$ cat src/hdl/power_state_pkg.sv
package power_state_pkg;

  // Device power states, ordered by decreasing power
  typedef enum logic [1:0] {
    dev_full_on = 2'h0,
    dev_light   = 2'h1,
    dev_deep    = 2'h2,
    dev_off     = 2'h3
  } dev_state_t;

  // Sleeping states; soft off has its own code
  typedef enum logic [2:0] {
    sleep_none     = 3'h0,
    sleep_s1       = 3'h1,
    sleep_s2       = 3'h2,
    sleep_s3       = 3'h3,
    sleep_s4       = 3'h4,
    sleep_soft_off = 3'h5
  } sleep_state_t;

  // Processor power states
  typedef enum logic [1:0] {
    cpu_active = 2'h0,
    cpu_idle1  = 2'h1,
    cpu_idle2  = 2'h2,
    cpu_idle3  = 2'h3
  } cpu_state_t;

  localparam int          PERF_MAX_STATES = 16;
  localparam logic [3:0]  PERF_TOP        = 4'h0;
  localparam logic [3:0]  PERF_LAST_DFLT  = 4'hf;

  // Relative power levels, 3 is highest
  localparam logic [1:0]  PWR_LVL_FULL  = 2'h3;
  localparam logic [1:0]  PWR_LVL_LIGHT = 2'h2;
  localparam logic [1:0]  PWR_LVL_DEEP  = 2'h1;
  localparam logic [1:0]  PWR_LVL_OFF   = 2'h0;

  // Software request
  typedef struct packed {
    logic         dev_valid;
    dev_state_t   dev;
    logic         sleep_valid;
    sleep_state_t sleep;
    logic         cpu_valid;
    cpu_state_t   cpu;
    logic         perf_valid;
    logic [3:0]   perf;
    logic         mode_valid;
    logic         mode_visible;
    logic [1:0]   mode;
  } pm_req_t;

  // Policy outputs derived from the current states
  typedef struct packed {
    logic       decode_en;
    logic       context_kept;
    logic       need_reinit;
    logic [1:0] power_level;
    logic       cpu_ctx_kept;
    logic       cache_ctx_kept;
    logic       mem_only_kept;
    logic       restore_cfg;
    logic       wake_at_reset_vec;
    logic       devices_off;
    logic       longest_wake;
    logic       boot_from_image;
    logic       cpu_executing;
    logic       snoop_ignore;
    logic       exit_latency_report;
    logic       perf_applies;
    logic       perf_max;
    logic       perf_min;
  } pm_policy_t;

endpackage

$ cat src/hdl/power_state_tracker.sv
`timescale 1ns/1ps
// Notes on behaviour
// - Fully-off device ignores every address decode.
// - Off discards context; reinit needed, longest restore.
// - Fully-on device active, keeps context, no restore.
// - Device power strictly decreases through intermediate states.
// - Internal modes switch only when software-invisible.
// - Visible or slow modes need driver command.
// - Lightest sleep keeps processor and chipset context.
// - Second sleep loses cpu context; wake at reset.
// - Third sleep keeps memory, restores config, reset vector.
// - Lowest sleep: devices off, platform context kept.
// - Soft off coded apart from lowest sleep.
// - Active processor state executes instructions.
// - First idle stops execution, negligible latency.
// - Second idle saves more, reports bounded exit.
// - Deepest idle keeps caches, ignores snoops.
// - Performance states apply only when executing/fully on.
// - Top state maximum; next below maximum.
// - At most sixteen states; last is minimum.
module power_state_tracker
  import power_state_pkg::*;
#(
  parameter int         PERF_STATES = PERF_MAX_STATES,
  parameter logic [1:0] AUTO_MODES  = 2'h3
) (
  // Clock and reset
  input  wire logic         clk,
  input  wire logic         reset_n,
  // Software requests
  input  wire pm_req_t      req,
  // Hardware request for a transparent internal mode
  input  wire logic         auto_mode_req,
  input  wire logic [1:0]   auto_mode,
  // Bus address decode from the device
  input  wire logic         addr_hit,
  // Current states
  output logic              addr_claim,
  output dev_state_t        dev_state,
  output sleep_state_t      sleep_state,
  output cpu_state_t        cpu_state,
  output logic [3:0]        perf_state,
  output logic [1:0]        int_mode,
  output pm_policy_t        policy,
  output logic              req_error
);

  localparam logic [3:0] PERF_LAST = 4'(PERF_STATES - 1);

  initial begin
    if (PERF_STATES > PERF_MAX_STATES || PERF_STATES < 1) begin
      $error("PERF_STATES out of range");
    end
  end

  typedef struct packed {
    dev_state_t   dev;
    sleep_state_t sleep;
    cpu_state_t   cpu;
    logic [3:0]   perf;
    logic [1:0]   mode;
    logic         claim;
    logic         err;
    pm_policy_t   pol;
  } state_t;

  state_t s_q;
  state_t s_d;

  function automatic logic [1:0] dev_power(input dev_state_t d);
    case (d)
      dev_full_on: dev_power = PWR_LVL_FULL;
      dev_light:   dev_power = PWR_LVL_LIGHT;
      dev_deep:    dev_power = PWR_LVL_DEEP;
      default:     dev_power = PWR_LVL_OFF;
    endcase
  endfunction

  function automatic logic valid_sleep(input sleep_state_t v);
    valid_sleep = (v <= sleep_soft_off);
  endfunction

  function automatic pm_policy_t make_policy(input dev_state_t d, input sleep_state_t sl,
                                             input cpu_state_t c, input logic [3:0] p);
    pm_policy_t r;
    r = '0;
    r.decode_en           = (d != dev_off);
    r.context_kept        = (d == dev_full_on) || (d == dev_light);
    r.need_reinit         = (d == dev_off);
    r.power_level         = dev_power(d);
    r.cpu_ctx_kept        = (sl == sleep_none) || (sl == sleep_s1);
    r.cache_ctx_kept      = (sl == sleep_none) || (sl == sleep_s1);
    r.mem_only_kept       = (sl == sleep_s3);
    r.restore_cfg         = (sl == sleep_s3);
    r.wake_at_reset_vec   = (sl == sleep_s2) || (sl == sleep_s3);
    r.devices_off         = (sl == sleep_s4) || (sl == sleep_soft_off);
    r.longest_wake        = (sl == sleep_s4);
    r.boot_from_image     = (sl == sleep_s4);
    r.cpu_executing       = (c == cpu_active) && (sl == sleep_none);
    r.snoop_ignore        = (c == cpu_idle3);
    r.exit_latency_report = (c == cpu_idle2) || (c == cpu_idle3);
    r.perf_applies        = r.cpu_executing || (d == dev_full_on);
    r.perf_max            = r.perf_applies && (p == PERF_TOP);
    r.perf_min            = r.perf_applies && (p == PERF_LAST);
    return r;
  endfunction

  always_comb begin
    s_d     = s_q;
    s_d.err = 1'b0;
    // Device state; off clears the internal mode unless a mode command comes in the same cycle
    if (req.dev_valid) begin
      s_d.dev = req.dev;
      if (req.dev == dev_off) begin
        s_d.mode = 2'h0;
      end
    end
    if (req.sleep_valid) begin
      if (valid_sleep(req.sleep)) begin
        s_d.sleep = req.sleep;
      end else begin
        s_d.err = 1'b1;
      end
    end
    if (req.cpu_valid) begin
      s_d.cpu = req.cpu;
    end
    if (req.perf_valid) begin
      if (req.perf <= PERF_LAST) begin
        s_d.perf = req.perf;
      end else begin
        s_d.err = 1'b1;
      end
    end
    // Driver command may select any mode, visible or not
    if (req.mode_valid) begin
      s_d.mode = req.mode;
    end else if (auto_mode_req) begin
      if (auto_mode <= AUTO_MODES && s_d.dev != dev_off) begin
        s_d.mode = auto_mode;
      end
    end
    s_d.pol   = make_policy(s_d.dev, s_d.sleep, s_d.cpu, s_d.perf);
    s_d.claim = addr_hit && (s_q.dev != dev_off);
  end

  always_ff @(posedge clk) begin
    if (!reset_n) begin
      s_q.dev   <= dev_full_on;
      s_q.sleep <= sleep_none;
      s_q.cpu   <= cpu_active;
      s_q.perf  <= PERF_TOP;
      s_q.mode  <= 2'h0;
      s_q.claim <= 1'b0;
      s_q.err   <= 1'b0;
      s_q.pol   <= make_policy(dev_full_on, sleep_none, cpu_active, PERF_TOP);
    end else begin
      s_q <= s_d;
    end
  end

  assign addr_claim  = s_q.claim;
  assign dev_state   = s_q.dev;
  assign sleep_state = s_q.sleep;
  assign cpu_state   = s_q.cpu;
  assign perf_state  = s_q.perf;
  assign int_mode    = s_q.mode;
  assign policy      = s_q.pol;
  assign req_error   = s_q.err;

endmodule

$ cat config.mk
export PLATFORM = sky130hd
export DESIGN_NAME = power_state_tracker
export DESIGN_NICKNAME = d
export VERILOG_FILES = /design/src/hdl/power_state_pkg.sv /design/src/hdl/power_state_tracker.sv
export SDC_FILE = /design/constraint.sdc
export NUM_CORES = 1
export LEC_CHECK = 0
export ABC_AREA = 0
export BUFFER_PORTS_ARGS = -buffer_cell sky130_fd_sc_hd__buf_2
export CAP_MARGIN = 15
export CORE_MARGIN = 2
export CORE_UTILIZATION = 44
export DETAILED_ROUTE_END_ITERATION = 10
export PLACE_DENSITY = 0.84
export REMOVE_ABC_BUFFERS = 1
export SLEW_MARGIN = 5
export SYNTH_ARGS = -nofsm -noshare
export SYNTH_HDL_FRONTEND = slang
export SYNTH_SLANG_ARGS = --single-unit
$ cat constraint.sdc
create_clock -name clk -period 1.2 [get_ports clk]
set_clock_uncertainty 0.1 [all_clocks]
set_input_delay 0.06 -clock clk [delete_from_list [all_inputs] [get_ports clk]]
set_output_delay 0.06 -clock clk [all_outputs]
set_load 0.05 [all_outputs]
* Word level (Yosys, flattened, before mapping)
Cells that the tools add are included.
Operators by class: order comparisons 3, multiply operators 0, bitwise operators 0, reductions and logical operators 15, divide/modulo/power cells 0, shift operators 0, add/subtract/negate cells 0, equality and inequality tests 14, muxes and demuxes 16
Operators by type and width (number):
- $mux W2 | 7
- $eq A2 B2 Y1 const B | 5
- $mux W4 | 2
- $eq A3 B2 Y1 const B | 2
- $eq A3 B3 Y1 const B | 2
- $logic_or A1 B1 Y1 | 6
- $mux W3 | 2
- $pmux W2 S3 | 1
- $logic_and A1 B1 Y1 | 5
- $eq A4 B4 Y1 const B | 1
- $le A4 B4 Y1 const B | 1
- $logic_not A2 Y1 | 2
- $logic_not A4 Y1 | 1
- $mux W1 | 4
- $ne A2 B2 Y1 const B | 2
- $eq A3 B1 Y1 const B | 1
- $le A3 B3 Y1 const B | 1
- $logic_not A3 Y1 | 1
- $eq A2 B1 Y1 const B | 1
- $le A2 B2 Y1 const B | 1
Word-level totals: latch bits 0, memories 0, output and inout port bits 34, ROM bits 0, logic and storage cells 70, memory bits (writable) 0, register bits after elaboration 31

* Logic depth before layout (Yosys ltp)
Gate-level depths: netlist of run 1.
word-level depth 7, depth in mapped cells 5, mapped depth without buffers 4

* Worst setup path before layout of run 1
OpenSTA, ideal clock, no wires.
path kind reg-to-reg, from reg s_q (netlist bit dev_state[0]), to reg s_q (netlist bit int_mode[1]), data arrival time 1336 ps, cell stages (with the launch flop) 5, path slack -356 ps, clock period less this slack 1556 ps, path through dfxtp_1 -> and3b_2 -> o22ai_2 -> a221oi_2 -> nor2_1
On the way: longest elaborated chain between the ends 6
RTL lines:
- start: declaration | line power_state_tracker.sv:67 | state_t s_q;
- $mux W2 | line power_state_tracker.sv:112 | if (req.dev_valid) begin
- $ne A2 B2 Y1 | line power_state_tracker.sv:139 | if (auto_mode <= AUTO_MODES && s_d.dev != dev_off) begin
- $logic_and A1 B1 Y1 | line power_state_tracker.sv:139
- $mux W2 | line power_state_tracker.sv:139
- $mux W2 | line power_state_tracker.sv:138 | end else if (auto_mode_req) begin
- $mux W2 | line power_state_tracker.sv:136 | if (req.mode_valid) begin
Every way passes these cells. A chain may end at the register's enable or synchronous reset.

* Worst setup path in the final report of run 1
from reg s_q (netlist bit sleep_state[0]), to out sleep_state[0]
RTL lines:
- end: declaration | line power_state_tracker.sv:40 | output sleep_state_t sleep_state,
No word-level cell between the ends.

==> flow_summary_export.csv, run 1 <==
group,metric,value,unit
critical_path,path_cells,"buf_2",
timing,fin_ws,0.008745,ns
cts,insertion_delay,0.33,ns
placed_design,dp_hpwl,2.001,mm
logic_synthesis,synth_cell_types,37,
floorplanning,dieWidth,55.98,um
cts,clockBufferDepth,2,
min_path,hp-class,"in2reg",
logic_synthesis,synthMuxAreaShare,7.789,%
timing,maxSlewViolCount,0,
routing,drt-total-wl,2.916,mm
floorplanning,rows,18,
critical_path,critPathCaptureType,"primary output",
layout,post-route-util,71.43,%
layout,layout_commonest_cell,"buf_2",
cts,cts_max_level,2,
timing,setup_viol,0,
global_routing,grtUsageTotal,19.39,%
logic_synthesis,synth_top_cell_by_area,"dfxtp_1",
logic_synthesis,synth_area_per_cell,10.25,um^2
routing,drt_iter0_drc,12,
routing,postRouteAntennaNets,0,
routing,dr_total_vias,1101,
job,maxCapViolCount,0,
critical_path,r2r_slack,0.03,ns
min_path,holdPathEnd,"int_mode[0]",
critical_path,slowest_stage,"dfxtp_1",
routing,first_pass_iters,3,
layout,syn_to_final_growth,51.58,%
routing,drc,0,
power_and_ir_drop,cellPowerDensity,1369,nW/um^2
global_routing,grt_max_degree,18,
floorplanning,dieHeight,55.98,um
critical_path,crit_required,1.04,ns
critical_path,critPathLaunchType,"register",
floorplanning,die_area,3133,um^2
critical_path,r2r-end,"int_mode[1]",
cts,ctsRootBufferMaster,"clkbuf_4",
routing,vias_per_cell,4.872,
floorplanning,io_pins,59,
min_path,hold_path_depth,4,
critical_path,critPathMaxStageDelay,0.41,ns
logic_synthesis,synthSimpleGateAreaFrac,20.00,%
layout,drive_gt1_share,43.88,%
layout,nets,220,
placed_design,io_buffers,57,
logic_synthesis,synth_compound_area_share,15.58,%
logic_synthesis,ys_seq_area_share,48.84,%
power_and_ir_drop,power.total,2.467,mW
critical_path,crit_arrival,1.03,ns
layout,diodes,0,
timing,slew_headroom,77.98,%
global_routing,grt_pass1_vias,1101,
cts,cts_tree,"yes",
timing,rsz0062_at_grt,"yes",
logic_synthesis,synthAdderAreaFrac,0,%
logic_synthesis,netlist_instances,116,
global_routing,grt_overflow,0,
global_routing,grt_pass1_wl,4.692,mm
placed_design,dpl_worst_slack,-0.04265,ns
logic_synthesis,synth_top_area_share,48.84,%
timing,max_freq,839.5,MHz
power_and_ir_drop,irDropWorstVdd,1318,uV
cts,cts.sinks,29,
cts,numCtsBuffers,5,
logic_synthesis,synthXorXnorAreaFrac,0,%
critical_path,r2r_start,"dev_state[1]",
logic_synthesis,synth.ff_latch_count,29,
placed_design,gp_congestion,0.8376,
power_and_ir_drop,p_leak,0.8582,nW
layout,layout_common_cells,"buf_2, dfxtp_1, dlygate4sd3_1",
logic_synthesis,synthTopCellsByArea,"dfxtp_1, mux2i_1, nor2b_1, buf_4, o32ai_4",
routing,avgRoutedWirePerCell,12.90,um
logic_synthesis,yosys_warnings,0,
timing,finalHoldViolations,0,
logic_synthesis,syn_area,1189,um^2
critical_path,crit_type,"reg2out",
timing,final.min_clock_period,1.191,ns
floorplanning,start_util,47.12,%
timing,period_share,99.27,%
critical_path,crit_fanout,3,
floorplanning,core_area,2522,um^2
logic_synthesis,synth_top_family_by_area,"simple AND/OR/NAND/NOR gates",
critical_path,cpLargestDelayFamily,"flip-flops",
critical_path,critical_path_buf_inv_count,1,
cts,clk_pin_slew,0.09,ns
timing,final.setup.tns,0,ns
min_path,min_from,"auto_mode_req",
outcome,outcome,"completed",
critical_path,reg2reg_depth,4,
global_routing,antenna_found_initial,0,
timing,worst_pin_slew,0.3211,ns
power by group:
part / internal, mW / switching (mW)
logic: 0.214 / 0.383
clock network: 0.497 / 0.322
registers: 1.02 / 0.0323
total: 1.73 / 0.738
synthesized netlist by cell type:
| cell | number |
|---|---|
| a21boi_4 | 1 |
| a21o_1 | 1 |
| a21oi_1 | 5 |
| a21oi_2 | 1 |
| a221oi_2 | 1 |
| a31oi_1 | 2 |
| a41oi_1 | 1 |
| and2_1 | 2 |
| and3_1 | 1 |
| and3_4 | 1 |
| and3b_2 | 1 |
| and4_1 | 1 |
| buf_2 | 2 |
| buf_4 | 5 |
| buf_6 | 1 |
| clkbuf_1 | 1 |
| dfxtp_1 | 29 |
| inv_1 | 5 |
| inv_2 | 3 |
| mux2_1 | 2 |
| mux2i_1 | 7 |
| nand2_1 | 4 |
| nand2b_1 | 4 |
| nand3_1 | 5 |
| nor2_1 | 5 |
| nor2b_1 | 10 |
| nor2b_4 | 1 |
| nor3_1 | 2 |
| nor3b_2 | 1 |
| nor4_1 | 1 |
| o211ai_1 | 1 |
| o21a_1 | 1 |
| o21ai_0 | 2 |
| o21ai_1 | 3 |
| o22ai_2 | 1 |
| o32ai_1 | 1 |
| o32ai_4 | 1 |
metal layers:
layer	vias up	track usage [%]	part of all wire (%)
li1	553	-	-
met1	502	19.91	39
met2	39	33.95	52
met3	7	6.047	6.6
met4	0	11.90	2.3
met5	-	0	0
metrics by stage:
step	std cells	hold slack, ns	cell area, um^2
6_report	226	0.01808	1802
5_1_grt	226	0.03610	1802
3_5_place_dp	198	0.2044	1479
2_1_floorplan	107	0.02194	1126
3_3_place_gp	198	0.1987	1479
4_1_cts	225	0.0004332	1772
worst reg2reg max path, stage by stage, from the launching register on:
cell	delay (ns)
dfxtp_2	0.36
and3b_2	0.25
o22ai_2	0.08
a221oi_2	0.22
nor2_1	0.06
worst max path at each step:
stage | cells after the start | end | slack [ns] | from
2_1_floorplan | 3 | policy[1] | -0.47 | policy[3]
3_3_place_gp | 4 | int_mode[1] | 0.02 | dev_state[1]
3_5_place_dp | 4 | int_mode[1] | -0.04 | dev_state[0]
4_1_cts | 4 | int_mode[1] | -0.01 | dev_state[1]
5_1_grt | 3 | policy[0] | -0.04 | sleep_state[0]
6_report | 1 | sleep_state[0] | 0.009 | sleep_state[0]
cells by family after synthesis:
family,Yosys count
AOI/OAI and AO/OA,22
buffers and inverters,17
DFF,29
muxes,9
and+or+nand+nor,39
flip-flops by register name, indices dropped and copies added (netlist names):
name and cells:
perf_state 4, int_mode 2, sleep_state 3, req_error 1, policy 15, addr_claim 1, dev_state 2, cpu_state 1
what timing repair did:
| action | CTS | global route |
|---|---|---|
| hold buffers | 19 | 0 |
| endpoints found under the hold margin | 14 | 0 |
| setup buffers | 0 | 1 |
| gates resized for setup | 6 | 7 |
| setup endpoints to repair | 5 | 10 |
| pin swaps | 0 | 4 |
cell type report:
type / instances / area, um^2
fillers: 206 / 720.7
flip-flops and latches: 29 / 584.3
repair buffers: 81 / 535.5
multi-input cells: 70 / 529.3
clock buffers: 7 / 55.05
well taps: 30 / 37.54
clock inverters: 1 / 30.03
inverters: 8 / 30.03
Power figures use the tool's default switching activity.
==> inputs of run 2 (changes only) <==
--- a/config.mk
+++ b/config.mk
@@ -6,10 +6,13 @@
 export NUM_CORES = 1
 export LEC_CHECK = 0
 export ABC_AREA = 0
+export ABC_CLOCK_PERIOD_IN_PS = 1200
 export BUFFER_PORTS_ARGS = -buffer_cell sky130_fd_sc_hd__buf_2
 export CAP_MARGIN = 15
+export CELL_PAD_IN_SITES_DETAIL_PLACEMENT = 1
+export CELL_PAD_IN_SITES_GLOBAL_PLACEMENT = 1
 export CORE_MARGIN = 2
-export CORE_UTILIZATION = 44
+export CORE_UTILIZATION = 32
 export DETAILED_ROUTE_END_ITERATION = 10
 export PLACE_DENSITY = 0.84
 export REMOVE_ABC_BUFFERS = 1
==> run 2 against run 1 <==
Net effect: power shrank 1.6%; clock power shrank 7.3%; cell count grew 5.3%; largest cell class unchanged; the run now ends with negative setup slack left; register-to-register slack lost 0.06 ns; via count grew 0.18%; setup slack lost 0.040 ns.
==> flow_summary_export.csv, run 2 (synthesis results as in run 1) <==
group,metric,value,unit
layout,syn_to_final_growth,50.00,%
outcome,violations,"negative setup slack",
routing,wl_met3,197,um
critical_path,critPathCaptureType,"register",
floorplanning,dieWidth,64.95,um
global_routing,grt_pass1_wl,5.623,mm
routing,drt-total-wl,3.500,mm
layout,largest_register_ffs,15,
outcome,outcome,"complete, but fails checks",
critical_path,crit_type,"reg2reg",
power_and_ir_drop,irDropWorstVdd,719.6,uV
placed_design,dp_cells,218,
placed_design,gp_congestion,0.7610,
cts,clockBufferDepth,2,
routing,dr_total_vias,1103,
routing,drt-met1-wl,1.412,mm
critical_path,critical_path_buf_inv_count,1,
timing,finalHoldViolations,0,
job,maxCapViolCount,0,
critical_path,path_cells,"and3b_2 -> buf_4 -> o21a_1 -> a21oi_1",
floorplanning,rows,22,
layout,drive_gt1_share,50.00,%
global_routing,grtUsageTotal,17.81,%
critical_path,crit_fanout,3,
routing,route.met2.wl,1.814,mm
power_and_ir_drop,p_leak,0.8385,nW
global_routing,grt_max_degree,17,
floorplanning,start_util,32.96,%
floorplanning,dieHeight,64.95,um
timing,slew_headroom,74.78,%
layout,layout_commonest_cell,"buf_2",
layout,nets,214,
timing,rsz0062_at_grt,"yes",
min_path,hp-class,"in2reg",
routing,drt_iter0_drc,21,
critical_path,critPathMaxStageDelay,0.36,ns
cts,cts.sinks,29,
global_routing,grt_overflow,0,
timing,period_share,102.6,%
timing,final.min_clock_period,1.231,ns
placed_design,io_buffers,57,
cts,numCtsBuffers,5,
global_routing,antenna_found_initial,0,
critical_path,slowest_stage,"dfxtp_4",
cts,cts_tree,"yes",
floorplanning,die_area,4218,um^2
routing,drc,0,
placed_design,dp_hpwl,2.341,mm
timing,max_freq,812.5,MHz
cts,ctsRootBufferMaster,"clkbuf_8",
cts,clk_pin_slew,0.06,ns
timing,setup_viol,3,
floorplanning,core_area,3606,um^2
global_routing,grt_pass1_vias,1189,
cts,insertion_delay,0.28,ns
routing,postRouteAntennaNets,0,
critical_path,cpLargestDelayFamily,"flip-flops",
critical_path,crit_required,1.30,ns
layout,diodes,0,
placed_design,dpl_worst_slack,-0.01371,ns
power_and_ir_drop,cellPowerDensity,1361,nW/um^2
timing,hold_slack,0.02012,ns
cts,cts_max_level,2,
routing,top_layer,"met4",
critical_path,crit_arrival,1.34,ns
layout,finalNonFillerCells,238,
floorplanning,io_pins,59,
timing,maxSlewViolCount,0,
layout,layout_common_cells,"buf_2, dfxtp_1, nor2b_1, dlygate4sd3_1, buf_4",
timing,worst_pin_slew,0.3758,ns
routing,first_pass_iters,4,
critical_path,critPathLaunchType,"register",
routing,vias_per_cell,4.634,
routing,avgRoutedWirePerCell,14.71,um
timing,fin_ws,-0.03079,ns
[run 2: cell count changes in the layout (fill, tap and decap cells not counted), sizes merged]
| cell | before | now |
|---|---|---|
| buf | 59 | 62 |
| dlygate4sd3 | 19 | 10 |
| bufinv | 1 | 0 |
| clkinv | 0 | 2 |
| clkbuf | 10 | 9 |
[run 2: per-stage QoR]
step	cell area (um^2)	power (mW)	setup TNS, ns	utilization [%]
floorplan	1126	1.431	-3.269	-
global placement	1516	1.595	0	42.05
detailed placement	1516	1.614	-0.01371	42.05
CTS	1714	2.414	0	47.54
global route	1783	2.550	-0.4412	49.44
finish	1783	2.427	-0.06950	49.44
[run 2: final timing paths]
check                    start     endpoint  slack [ns]  depth (start not counted)
setup reg to reg  dev_state[0]  int_mode[0]       -0.03                          4
hold / removal         req[15]    req_error        0.02                          2
setup / recovery  dev_state[0]  int_mode[0]       -0.03                          4
hold reg to reg    int_mode[0]  int_mode[0]        0.42                          2
[run 2: timing repair]
item,in CTS,in global routing
pin swaps,1,7
endpoints found under the setup margin,2,12
setup buffers,0,2
hold endpoints to repair,10,0
hold buffers,10,0
gates resized for setup,3,18
[run 2: area by class of cell]
type	instances	area, um^2
fillers	427	1823
flip-flops and latches	29	588.1
multi-input cells	70	564.3
repair buffers	75	457.9
clock buffers	6	72.57
well taps	48	60.06
inverters	8	30.03
clock inverters	2	10.01
[run 2: worst reg2reg max path, delay by kind of cell, from the launching register on]
family,cells,cell delay [ns]
flops,1,0.36
compound gates,2,0.32
simple gates,1,0.23
buf+inv,1,0.15
[run 2: per-layer routing]
metal  vias to the layer above  track usage, %
met5                         -               0
met4                         0           10.11
met3                         8           4.688
met2                        40           31.44
met1                       518           19.06
li1                        537               -
[run 2: power by group]
group	total [mW]	internal, mW	switching (mW)
clock	0.759	0.400	0.359
combinational	0.613	0.212	0.402
sequential	1.05	1.02	0.0353
